File: config.mk
export PLATFORM = sky130hd
export DESIGN_NAME = sdb_bank
export DESIGN_NICKNAME = d
export VERILOG_FILES = /design/src/sdb_pkg.sv /design/src/sdb_bank.sv /design/src/sdb_spi_slave.sv /design/src/sdb_sticky.sv
export SDC_FILE = /design/constraint.sdc
export NUM_CORES = 1
export LEC_CHECK = 0
export ABC_AREA = 1
export BUFFER_PORTS_ARGS = -buffer_cell sky130_fd_sc_hd__buf_2
export CAP_MARGIN = 20
export CORE_MARGIN = 2
export CORE_UTILIZATION = 40
export DETAILED_ROUTE_END_ITERATION = 8
export GPL_ROUTABILITY_DRIVEN = 0
export GPL_TIMING_DRIVEN = 0
export PLACE_DENSITY = 0.73
export SETUP_SLACK_MARGIN = 0.15
export SYNTH_ARGS = -nofsm -noshare
export SYNTH_HDL_FRONTEND = slang
export SYNTH_SLANG_ARGS = --single-unit
File: constraint.sdc
create_clock -name clk_i -period 2.6 [get_ports clk_i]
set_clock_uncertainty 0.15 [all_clocks]
set_input_delay 0.13 -clock clk_i [delete_from_list [all_inputs] [get_ports clk_i]]
set_output_delay 0.13 -clock clk_i [all_outputs]
set_load 0.005 [all_outputs]
File: src/sdb_pkg.sv
package sdb_pkg;
	// register offsets, seven address bits on the serial port
	localparam int          ADDR_W      = 7;
	localparam logic [6:0]  A_ID        = 7'h00;
	localparam logic [6:0]  A_PIN_CTL   = 7'h01;
	localparam logic [6:0]  A_REF_IRQ   = 7'h02;
	localparam logic [6:0]  A_LOOP_IRQ  = 7'h03;
	localparam logic [6:0]  A_MON_A     = 7'h05;
	localparam logic [6:0]  A_MON_B     = 7'h06;
	localparam logic [6:0]  A_FREQ_A    = 7'h10;
	localparam logic [6:0]  A_FREQ_B    = 7'h11;
	localparam logic [6:0]  A_SYNC_A    = 7'h14;
	localparam logic [6:0]  A_SYNC_B    = 7'h15;
	localparam logic [6:0]  A_SRC_SEL   = 7'h20;
	// read-write registers: offsets, reset values, slot indices
	localparam int NRW = 18;
	localparam logic [NRW-1:0][6:0] RW_ADDR = {7'h25, 7'h24, 7'h23, 7'h22, 7'h21, 7'h20, 7'h1F, 7'h1E, 7'h1D,
		7'h1C, 7'h1A, 7'h17, 7'h16, 7'h0D, 7'h0C, 7'h0A, 7'h09, 7'h01};
	localparam logic [NRW-1:0][7:0] RW_RST = {8'h32, 8'h10, 8'h00, 8'h00, 8'h3C, 8'h00, 8'h01, 8'h00, 8'h00,
		8'h1A, 8'hFF, 8'h33, 8'h33, 8'hFF, 8'hFF, 8'h00, 8'h00, 8'h00};
	localparam int I_PIN = 0, I_REF_MSK = 1, I_LOOP_MSK = 2, I_MON_MSK_A = 3, I_MON_MSK_B = 4;
	localparam int I_LIM_A = 5, I_LIM_B = 6, I_SOAK_MSK = 7, I_SOAK_TIM = 8, I_FILT = 9, I_HOLD = 10;
	localparam int I_MODE = 11, I_SRC = 12, I_SW_MSK = 13, I_WAIT = 14, I_REV = 15, I_PRI_A = 16, I_PRI_B = 17;
	// reset values of status registers
	localparam logic [7:0]  RST_LOOP_IRQ = 8'h70;
	localparam logic [7:0]  RST_MON      = 8'hFF;
	localparam logic [7:0]  REF_IRQ_HIGH = 8'hF8;
	// field positions
	localparam int          ID_READY_BIT = 0;
	localparam int          PIN_MODE_BIT = 0;
	localparam int          FLAGS_PER_REF = 4;
	localparam int          SW_MSK_LSB   = 2;
	localparam logic [11:0] SC_FLAG_MASK = 12'h333; // single-cycle and coarse flags, all refs
	// monitor limits
	localparam int          SCM_DEV_PCT  = 50;
	localparam int          CFM_CHG_PCT  = 3;
	// timing
	localparam longint      CLK_HZ       = 10_000_000;
	localparam longint      PFM_TIME_S   = 10;
	localparam longint      PFM_CYC      = PFM_TIME_S * CLK_HZ;
	typedef enum logic [1:0] {MODE_MANUAL, MODE_AUTO, MODE_HOLDOVER, MODE_FREERUN} sdb_mode_t;
endpackage

File: src/sdb_bank.sv
`timescale 1ns/1ps
`default_nettype none
module sdb_bank
	import sdb_pkg::*;
#(
	parameter logic [3:0] CHIP_CODE = 4'h5, // arbitrary value
	parameter logic [2:0] REV_CODE  = 3'h1, // arbitrary value
	parameter longint     PFM_COUNT = PFM_CYC
) (
	input  wire logic        clk_i,
	input  wire logic        rst_n_i,
	input  wire logic        spi_sck_i,
	input  wire logic        spi_cs_n_i,
	input  wire logic        spi_mosi_i,
	output logic             spi_miso_o,
	output logic             spi_miso_oe_o,
	input  wire logic        init_done_i,
	input  wire logic [1:0]  mode_pins_i,
	input  wire logic [11:0] mon_fail_i,
	input  wire logic [7:0]  loop_evt_i,
	input  wire logic [7:0]  freq_code_a_i,
	input  wire logic [7:0]  freq_code_b_i,
	input  wire logic [7:0]  sync_stat_a_i,
	input  wire logic [7:0]  sync_stat_b_i,
	input  wire logic [1:0]  auto_src_i,
	output logic [7:0]       pin_control_select_o,
	output logic [1:0]       loop_mode_o,
	output logic [1:0]       source_sel_o,
	output logic [2:0]       switch_fault_o,
	output logic [7:0]       range_limit_a_o,
	output logic [7:0]       range_limit_b_o,
	output logic [7:0]       soak_input_mask_o,
	output logic [7:0]       soak_timing_o,
	output logic [7:0]       loop_filter_control_o,
	output logic [7:0]       loop_holdover_control_o,
	output logic [7:0]       restore_wait_time_o,
	output logic [2:0]       revert_enables_o,
	output logic [7:0]       source_priority_a_o,
	output logic [7:0]       source_priority_b_o,
	output logic             ref_fault_pending_o,
	output logic             loop_pending_o,
	output logic             precise_window_tick_o
);
	localparam int PFM_W = $clog2(PFM_COUNT + 1);
	localparam logic [PFM_W-1:0] PFM_LAST = PFM_W'(PFM_COUNT - 1);

	typedef struct packed {
		logic [NRW-1:0][7:0] rw;
		logic [1:0]          mode_m;
		logic [1:0]          mode_s;
		logic [PFM_W-1:0]    pfm_cnt;
		logic                pfm_tick;
		logic [2:0]          sw_fault;
	} sdb_bank_t;
	sdb_bank_t s_ff, nxt_s;

	logic [ADDR_W-1:0] addr;
	logic [7:0]        wdata;
	logic              wr_stb;
	logic              rd_stb;
	logic [7:0]        rdata;
	logic [7:0]        loop_q;
	logic [7:0]        mon_a_q;
	logic [7:0]        mon_b_q;
	logic [7:0]        loop_clr;
	logic [7:0]        mon_a_clr;
	logic [7:0]        mon_b_clr;
	logic [7:0]        ref_status;
	logic [11:0]       mon_gated;
	logic [1:0]        eff_mode;
	logic              pfm_restart;

	// serial register port
	sdb_spi_slave u_spi (
		.clk_i    (clk_i),
		.rst_n_i  (rst_n_i),
		.sck_i    (spi_sck_i),
		.cs_n_i   (spi_cs_n_i),
		.mosi_i   (spi_mosi_i),
		.miso_o   (spi_miso_o),
		.miso_oe_o(spi_miso_oe_o),
		.rdata_i  (rdata),
		.addr_o   (addr),
		.wdata_o  (wdata),
		.wr_stb_o (wr_stb),
		.rd_stb_o (rd_stb)
	);

	// sticky clears: a read clears all, a write of ones clears those bits
	always_comb begin
		loop_clr  = 8'h00;
		mon_a_clr = 8'h00;
		mon_b_clr = 8'h00;
		if (rd_stb || wr_stb) begin
			if (addr == A_LOOP_IRQ) begin
				loop_clr = rd_stb ? 8'hFF : wdata;
			end
			if (addr == A_MON_A) begin
				mon_a_clr = rd_stb ? 8'hFF : wdata;
			end
			if (addr == A_MON_B) begin
				mon_b_clr = rd_stb ? 8'hFF : wdata;
			end
		end
	end

	// loop event status
	sdb_sticky #(.W(8), .RST(RST_LOOP_IRQ)) u_loop_stk (
		.clk_i  (clk_i),
		.rst_n_i(rst_n_i),
		.set_i  (loop_evt_i),
		.clr_i  (loop_clr),
		.q_o    (loop_q)
	);

	// monitor fault flags, refs a and b; bit order scm, cfm, pfm, gst per nibble
	sdb_sticky #(.W(8), .RST(RST_MON)) u_mon_a_stk (
		.clk_i  (clk_i),
		.rst_n_i(rst_n_i),
		.set_i  (mon_fail_i[7:0]),
		.clr_i  (mon_a_clr),
		.q_o    (mon_a_q)
	);

	// monitor fault flags, third ref
	sdb_sticky #(.W(8), .RST(RST_MON)) u_mon_b_stk (
		.clk_i  (clk_i),
		.rst_n_i(rst_n_i),
		.set_i  ({4'h0, mon_fail_i[11:8]}),
		.clr_i  (mon_b_clr),
		.q_o    (mon_b_q)
	);

	// per-reference fault summary through the monitor masks
	always_comb begin
		mon_gated  = {mon_b_q[3:0], mon_a_q} & {s_ff.rw[I_MON_MSK_B][3:0], s_ff.rw[I_MON_MSK_A]};
		ref_status = REF_IRQ_HIGH;
		for (int r = 0; r < 3; r++) begin
			ref_status[r] = |mon_gated[r*FLAGS_PER_REF +: FLAGS_PER_REF];
		end
	end

	// mode source: register or synchronised pins
	assign eff_mode = s_ff.rw[I_PIN][PIN_MODE_BIT] ? s_ff.mode_s : s_ff.rw[I_MODE][1:0];
	assign pfm_restart = |(mon_fail_i & SC_FLAG_MASK);

	// read data mux
	always_comb begin
		rdata = 8'h00;
		for (int i = 0; i < NRW; i++) begin
			if (addr == RW_ADDR[i]) begin
				rdata = s_ff.rw[i];
			end
		end
		case (addr)
			A_ID:       rdata = {CHIP_CODE, REV_CODE, init_done_i};
			A_REF_IRQ:  rdata = ref_status;
			A_LOOP_IRQ: rdata = loop_q;
			A_MON_A:    rdata = mon_a_q;
			A_MON_B:    rdata = mon_b_q;
			A_FREQ_A:   rdata = freq_code_a_i;
			A_FREQ_B:   rdata = freq_code_b_i;
			A_SYNC_A:   rdata = sync_stat_a_i;
			A_SYNC_B:   rdata = sync_stat_b_i;
			A_SRC_SEL: begin
				if (eff_mode == MODE_AUTO) begin
					rdata = {6'h00, auto_src_i};
				end
			end
			default: ;
		endcase
	end

	// register writes, pin sync, switch faults, precise window timer
	always_comb begin
		nxt_s        = s_ff;
		nxt_s.mode_m = mode_pins_i;
		nxt_s.mode_s = s_ff.mode_m;
		for (int i = 0; i < NRW; i++) begin
			if (wr_stb && addr == RW_ADDR[i]) begin
				nxt_s.rw[i] = wdata;
			end
		end
		for (int r = 0; r < 3; r++) begin
			nxt_s.sw_fault[r] = |(mon_fail_i[r*FLAGS_PER_REF +: FLAGS_PER_REF]
				& s_ff.rw[I_SW_MSK][SW_MSK_LSB +: FLAGS_PER_REF]);
		end
		nxt_s.pfm_tick = 1'b0;
		if (pfm_restart) begin
			nxt_s.pfm_cnt = '0;
		end else if (s_ff.pfm_cnt == PFM_LAST) begin
			nxt_s.pfm_cnt  = '0;
			nxt_s.pfm_tick = 1'b1;
		end else begin
			nxt_s.pfm_cnt = s_ff.pfm_cnt + 1'b1;
		end
	end

	always_ff @(posedge clk_i or negedge rst_n_i) begin
		if (!rst_n_i) begin
			s_ff <= '{rw: RW_RST, default: '0};
		end else begin
			s_ff <= nxt_s;
		end
	end

	// outputs
	assign pin_control_select_o    = s_ff.rw[I_PIN];
	assign loop_mode_o             = eff_mode;
	assign source_sel_o            = (eff_mode == MODE_AUTO) ? auto_src_i : s_ff.rw[I_SRC][1:0];
	assign switch_fault_o          = s_ff.sw_fault;
	assign range_limit_a_o         = s_ff.rw[I_LIM_A];
	assign range_limit_b_o         = s_ff.rw[I_LIM_B];
	assign soak_input_mask_o       = s_ff.rw[I_SOAK_MSK];
	assign soak_timing_o           = s_ff.rw[I_SOAK_TIM];
	assign loop_filter_control_o   = s_ff.rw[I_FILT];
	assign loop_holdover_control_o = s_ff.rw[I_HOLD];
	assign restore_wait_time_o     = s_ff.rw[I_WAIT];
	assign revert_enables_o        = s_ff.rw[I_REV][2:0];
	assign source_priority_a_o     = s_ff.rw[I_PRI_A];
	assign source_priority_b_o     = s_ff.rw[I_PRI_B];
	assign ref_fault_pending_o     = |(ref_status & s_ff.rw[I_REF_MSK]);
	assign loop_pending_o          = |(loop_q & s_ff.rw[I_LOOP_MSK]);
	assign precise_window_tick_o   = s_ff.pfm_tick;
endmodule
`default_nettype wire

File: src/sdb_spi_slave.sv
`timescale 1ns/1ps
`default_nettype none
module sdb_spi_slave
	import sdb_pkg::*;
(
	input  wire logic              clk_i,
	input  wire logic              rst_n_i,
	input  wire logic              sck_i,
	input  wire logic              cs_n_i,
	input  wire logic              mosi_i,
	output logic                   miso_o,
	output logic                   miso_oe_o,
	input  wire logic [7:0]        rdata_i,
	output logic      [ADDR_W-1:0] addr_o,
	output logic      [7:0]        wdata_o,
	output logic                   wr_stb_o,
	output logic                   rd_stb_o
);
	typedef struct packed {
		logic              sck_m, sck_s, sck_p;
		logic              cs_m, cs_s;
		logic              mosi_m, mosi_s;
		logic [2:0]        cnt;
		logic              data_ph;
		logic              rd;
		logic [ADDR_W-1:0] addr;
		logic [7:0]        rx;
		logic [7:0]        tx;
		logic              wr_stb;
		logic              rd_stb;
		logic              ld; // burst read-ahead load, no clear strobe
	} sdb_spi_t;
	sdb_spi_t s_ff, nxt_s;
	logic rise, fall;

	// mode 0 framing: command byte {rd, addr}, then data bytes with auto increment
	always_comb begin
		nxt_s        = s_ff;
		nxt_s.wr_stb = 1'b0;
		nxt_s.rd_stb = 1'b0;
		nxt_s.ld     = 1'b0;
		nxt_s.sck_m  = sck_i;
		nxt_s.sck_s  = s_ff.sck_m;
		nxt_s.sck_p  = s_ff.sck_s;
		nxt_s.cs_m   = cs_n_i;
		nxt_s.cs_s   = s_ff.cs_m;
		nxt_s.mosi_m = mosi_i;
		nxt_s.mosi_s = s_ff.mosi_m;
		rise = s_ff.sck_s & ~s_ff.sck_p;
		fall = ~s_ff.sck_s & s_ff.sck_p;
		if (s_ff.rd_stb || s_ff.ld) begin
			nxt_s.tx = rdata_i;
		end
		if (s_ff.wr_stb) begin
			nxt_s.addr = s_ff.addr + 7'h01;
		end
		if (s_ff.cs_s) begin
			nxt_s.cnt     = 3'h0;
			nxt_s.data_ph = 1'b0;
		end else if (rise) begin
			nxt_s.rx  = {s_ff.rx[6:0], s_ff.mosi_s};
			nxt_s.cnt = s_ff.cnt + 3'h1;
			if (s_ff.cnt == 3'h7) begin
				if (!s_ff.data_ph) begin
					nxt_s.data_ph = 1'b1;
					nxt_s.rd      = s_ff.rx[6];
					nxt_s.addr    = {s_ff.rx[5:0], s_ff.mosi_s};
					nxt_s.rd_stb  = s_ff.rx[6];
				end else if (s_ff.rd) begin
					// read ahead quietly: the host may never clock this byte out
					nxt_s.addr   = s_ff.addr + 7'h01;
					nxt_s.ld     = 1'b1;
				end else begin
					nxt_s.wr_stb = 1'b1;
				end
			end
		end else if (fall && s_ff.data_ph && s_ff.cnt != 3'h0) begin
			nxt_s.tx = {s_ff.tx[6:0], 1'b0};
		end
	end

	always_ff @(posedge clk_i or negedge rst_n_i) begin
		if (!rst_n_i) begin
			s_ff <= '{sck_m: 1'b0, sck_s: 1'b0, sck_p: 1'b0, cs_m: 1'b1, cs_s: 1'b1, default: '0};
		end else begin
			s_ff <= nxt_s;
		end
	end

	assign miso_o    = s_ff.tx[7];
	assign miso_oe_o = ~s_ff.cs_s;
	assign addr_o    = s_ff.addr;
	assign wdata_o   = s_ff.rx;
	assign wr_stb_o  = s_ff.wr_stb;
	assign rd_stb_o  = s_ff.rd_stb;
endmodule
`default_nettype wire

File: src/sdb_sticky.sv
`timescale 1ns/1ps
`default_nettype none
module sdb_sticky #(
	parameter int         W   = 8,
	parameter logic [7:0] RST = 8'hFF
) (
	input  wire logic         clk_i,
	input  wire logic         rst_n_i,
	input  wire logic [W-1:0] set_i,
	input  wire logic [W-1:0] clr_i,
	output logic      [W-1:0] q_o
);
	typedef struct packed {
		logic [W-1:0] q;
	} sdb_stk_t;
	sdb_stk_t s_ff, nxt_s;

	// set beats a clear in the same cycle
	always_comb begin
		nxt_s   = s_ff;
		nxt_s.q = (s_ff.q & ~clr_i) | set_i;
	end

	always_ff @(posedge clk_i or negedge rst_n_i) begin
		if (!rst_n_i) begin
			s_ff.q <= RST[W-1:0];
		end else begin
			s_ff <= nxt_s;
		end
	end

	assign q_o = s_ff.q;
endmodule
`default_nettype wire

==> metrics.md <==
| Metric | Value |
|---|---|
| Run status | complete, but fails checks |
| Failing checks | setup timing |
| Post-synth ARST share | 1.00 |
| Vias in the first global route | 12009 |
| Seq cells post-synth | 241 |
| Worst-case clock buffer depth | 3 |
| Worst R2R Start | u_spi.addr_o[0]$_DFF_PN0_ |
| Top_reg_cell synth | dfrtp_1 |
| Arrival time at the worst endpoint | 3.24 ns |
| DRT iter0 DRCs | 1417 |
| Switch share | 0.243 |
| Post-DR wirelength/cell | 18.5 um |
| CTS buffer count | 28 |
| CTS tree | done |
| Maximum vdd drop | 0.425 mV |
| Die area | 32700 um^2 |
| Reg power frac | 0.458 |
| Seq. cell area | 6120 um^2 |
| Crit path max fanout | 5 |
| Clock latency on the worst-skew pair | 0.55 ns |
| Leak | 8.13 nW |
| Post-DRT Antenna Nets | 0 |
| CTS clk-pin slew, worst paths | 0.06 ns |
| HP Start | freq_code_b_i[1] |
| I/O Buffers | 156 |
| Startpoint class of the critical path | flip-flop |
| Number of enable flip-flop cells after synthesis | 0 |
| I/O pins | 157 |
| Slew HR | 0.408 |
| Slew @ Worst Pin | 0.884 ns |
| Int Pwr | 6.33 mW |
| Fin crit period | 2.91 ns |
| Worst hold path cell count | 7 |
| Unique cell type count in the Yosys netlist | 50 |
| H-tree depth | 1 |
| Final worst slack | -0.311 ns |
| CP max-delay cell | dfrtp_2 |
| CP most frequent cell | nand2_2 |
| Syn nets | 1650 |
| Logic depth of the worst path, buffers included | 24 |
| CP Cell Sequence | inv_4, ha_4, nand3_4, nor2_4, buf_6, buf_4, nand2_1, nand3_1, nand2_1, nand3_2, nand2_2, nand3_2, nand2_2, nand3_2, nand3_2, nand2_2, nand2_2, nand2_2, nand2_2, nand3_2, nand2_1, nand2_1, nand2_1, a21oi_2 |
| Global-route wire length before repair | 64.2 mm |
| Initial Util | 0.408 |
| Final setup TNS | -2.27 ns |
| Syn Area/Cell | 7.92 um^2 |
| Via density per instance | 5.44 |
| Pwr dens | 493 nW/um^2 |
| Buffer and inverter count on the worst path | 3 |
| CP max stage delay | 0.45 ns |
| Sequential-to-total area share from yosys stat | 0.489 |
| Die Wd | 181 um |
| Multi-input logic area | 5780 um^2 |
| Worst min path class | in2reg |
| Share of cells above drive strength 1 | 0.351 |
| WS Path Type | reg2reg |
| Max-Cap Viols | 0 |
| R2r setup slk | -0.31 ns |
| Pin count of the biggest net entering global routing | 124 |
| Row cnt | 64 |
| Post-synthesis cell count | 1580 |
| Core Area | 30700 um^2 |
| Synth warnings | 0 |
| Final Hold Vio Count | 0 |
| CP endpoint kind | flip-flop |
| RSZ-0062 raised after global routing | yes |
| Final #Nets | 1980 |
| Gate power share | 0.067 |
| Hpwl dp | 27.5 mm |
| Layout Utilization | 0.553 |
| Net Switching | 2.04 mW |
| Die Height | 181 um |
| # clock sinks | 241 |
| DRC violations left | 0 |
| Number of endpoints failing setup at the final stage | 13 |
| Worst r2r dst | u_spi.s_ff[8]$_DFF_PN0_ |
| Vias post-DR | 12670 |
| GR Overflow Total | 0 |
| Pre-CTS setup slack | -0.710 ns |
| Post-Syn Area | 12500 um^2 |
| Root Buffer | clkbuf_16 |
| Total length of routed wires | 43.0 mm |
| Crit path required time | 2.93 ns |
| R2R cell count | 24 |
| WHS Endpoint | u_spi.s_ff[4]$_DFF_PN0_ |
| CP top delay family | simple AND/OR/NAND/NOR gates |
| Max Freq | 344 MHz |
| GRT Total Usage | 0.244 |
| DR pass1 iterations | 7 |
| Synthesis-to-finish area growth | 35.5% |
| Final slew viol count | 0 |
| Fill cell count | 2650 |
| Final worst-path cycle share | 1.12 |
| Initial antenna violation count | 2 |
| Clock share of power | 0.475 |
==> flip-flops by register name, indices dropped and copies added (netlist names), 7 cells and up <==
name and flops:
loop_filter_control_o 8, loop_holdover_control_o 8, u_spi.addr_o 7, range_limit_a_o 8
restore_wait_time_o 8, u_spi.s_ff 16, u_mon_b_stk.q_o 8, range_limit_b_o 8
source_priority_b_o 8, u_mon_a_stk.q_o 8, source_priority_a_o 8, soak_input_mask_o 8
u_loop_stk.q_o 8, u_spi.wdata_o 8, pin_control_select_o 8, s_ff 90
soak_timing_o 8
==> cells in the final DEF, fill, tap and decap left out, types with 6 or more instances in the layout <==
cell type,synthesis,routed
dfrtp_1,176,169
nand3_2,0,33
buf_2,2,159
buf_6,0,29
a21oi_1,69,58
o21ai_2,1,13
buf_4,87,152
clkbuf_16,0,29
dfrtp_2,0,7
nor2_2,11,7
nor2_1,97,85
o21ai_0,211,198
or2_2,7,7
nor2_4,1,18
inv_1,135,121
nand4_1,14,14
clkbuf_8,0,13
inv_4,0,8
nand3_1,53,15
clkbuf_1,47,42
dlygate4sd3_1,0,47
a221oi_1,6,6
dfstp_2,65,65
nand2_2,4,51
o22ai_1,6,6
a21oi_2,0,11
nor3_4,5,12
o21ai_1,6,6
nand2_1,481,431
inv_2,10,15
a22o_1,9,9
==> synthesized netlist by cell type (7+ instances only) <==
master,n,area [um^2]
nor2_2,11,68.8
or2_2,7,43.8
nor3_1,8,40.0
clkbuf_1,47,176
dfrtp_1,176,4400
nand4_1,14,87.6
nor2_1,97,364
inv_1,135,507
ha_1,8,100
a21oi_1,69,345
inv_2,10,37.5
a22o_1,9,78.8
dfstp_2,65,1710
buf_4,87,653
nand2_1,481,1810
o21ai_0,211,1060
nand3_1,53,265
==> per-stage QoR <==
stage                     hold slack, ns  instances  power [mW]  instance area, um^2
after CTS                         0.0212       2292        8.35                16200
after detailed placement          0.0711       2134        4.36                13800
after floorplan                   -0.316       1580        4.02                12500
final                             0.0276       2330        8.36                16900
after global routing              0.0780       2330        8.58                16900
after global placement            0.0898       2132        4.35                13800
==> repair_timing <==
action                                  4_1_cts  5_1_grt
pin swaps                                    54       60
setup buffers                                56       35
gates resized for setup                     144      146
endpoints found under the setup margin       79       98
cloned                                        3        1
endpoints found under the hold margin       153        0
hold buffers                                 47        0
==> worst reg2reg max path: stages, from the launching register on <==
cell     delay (ns)
dfrtp_2        0.45
inv_4          0.11
ha_4           0.19
nand3_4        0.11
nor2_4         0.20
buf_6          0.14
buf_4          0.12
nand2_1        0.04
nand3_1        0.08
nand2_1        0.08
nand3_2        0.09
nand2_2        0.08
nand3_2        0.06
nand2_2        0.05
nand3_2        0.07
nand3_2        0.10
nand2_2        0.09
nand2_2        0.06
nand2_2        0.07
nand2_2        0.06
nand3_2        0.08
nand2_1        0.06
nand2_1        0.06
nand2_1        0.07
a21oi_2        0.15
==> logic make-up after synthesis <==
| logic type | synth area share |
|---|---|
| compound gates | 0.148 |
| xor+xnor | 0.00560 |
| fa+ha+maj | 0.00800 |
| buf+inv | 0.112 |
| flops | 0.489 |
| simple gates | 0.238 |
==> metal layers <==
metal,part of all wire,GRT usage,routed length (um)
met1,0.40,0.324,17000
met2,0.48,0.409,20600
met3,0.086,0.0383,3710
met4,0.040,0.0761,1740
met5,0,0,0
==> worst max-delay path by stage <==
stage | startpoint | slack, ns | endpoint
final | u_spi.addr_o[0]$_DFF_PN0_ | -0.31 | u_spi.s_ff[8]$_DFF_PN0_
after global routing | u_spi.addr_o[6]$_DFF_PN0_ | -0.45 | u_spi.miso_o$_DFF_PN0_
after CTS | u_spi.addr_o[6]$_DFF_PN0_ | -0.17 | u_spi.s_ff[3]$_DFF_PN0_
after detailed placement | u_spi.addr_o[0]$_DFF_PN0_ | -0.71 | u_spi.s_ff[3]$_DFF_PN0_
after global placement | rst_n_i | -2.97 | pin_control_select_o[4]$_DFFE_PN0P_
after floorplan | u_spi.addr_o[0]$_DFF_PN0_ | 0.15 | u_spi.s_ff[3]$_DFF_PN0_
==> power by group through the flow <==
stage / combinational [mW] / clock (mW) / sequential, mW
final: 0.560 / 3.97 / 3.83
after detailed placement: 0.478 / 0 / 3.89
after CTS: 0.537 / 3.99 / 3.82
after floorplan: 0.146 / 0 / 3.88
after global routing: 0.585 / 4.17 / 3.82
after global placement: 0.462 / 0 / 3.89
==> layout make-up <==
class / instances / area share
tap: 396 / 0.0292
timing repair buffer: 296 / 0.125
inverter: 148 / 0.0346
multi-input combinational: 1058 / 0.341
clock buffer: 47 / 0.0545
sequential: 241 / 0.361
timing repair inverter: 1 / 0.000295
buffer: 136 / 0.0519
clock inverter: 5 / 0.00162
antenna: 2 / 0.000295
(Power assumes the default switching activity.)
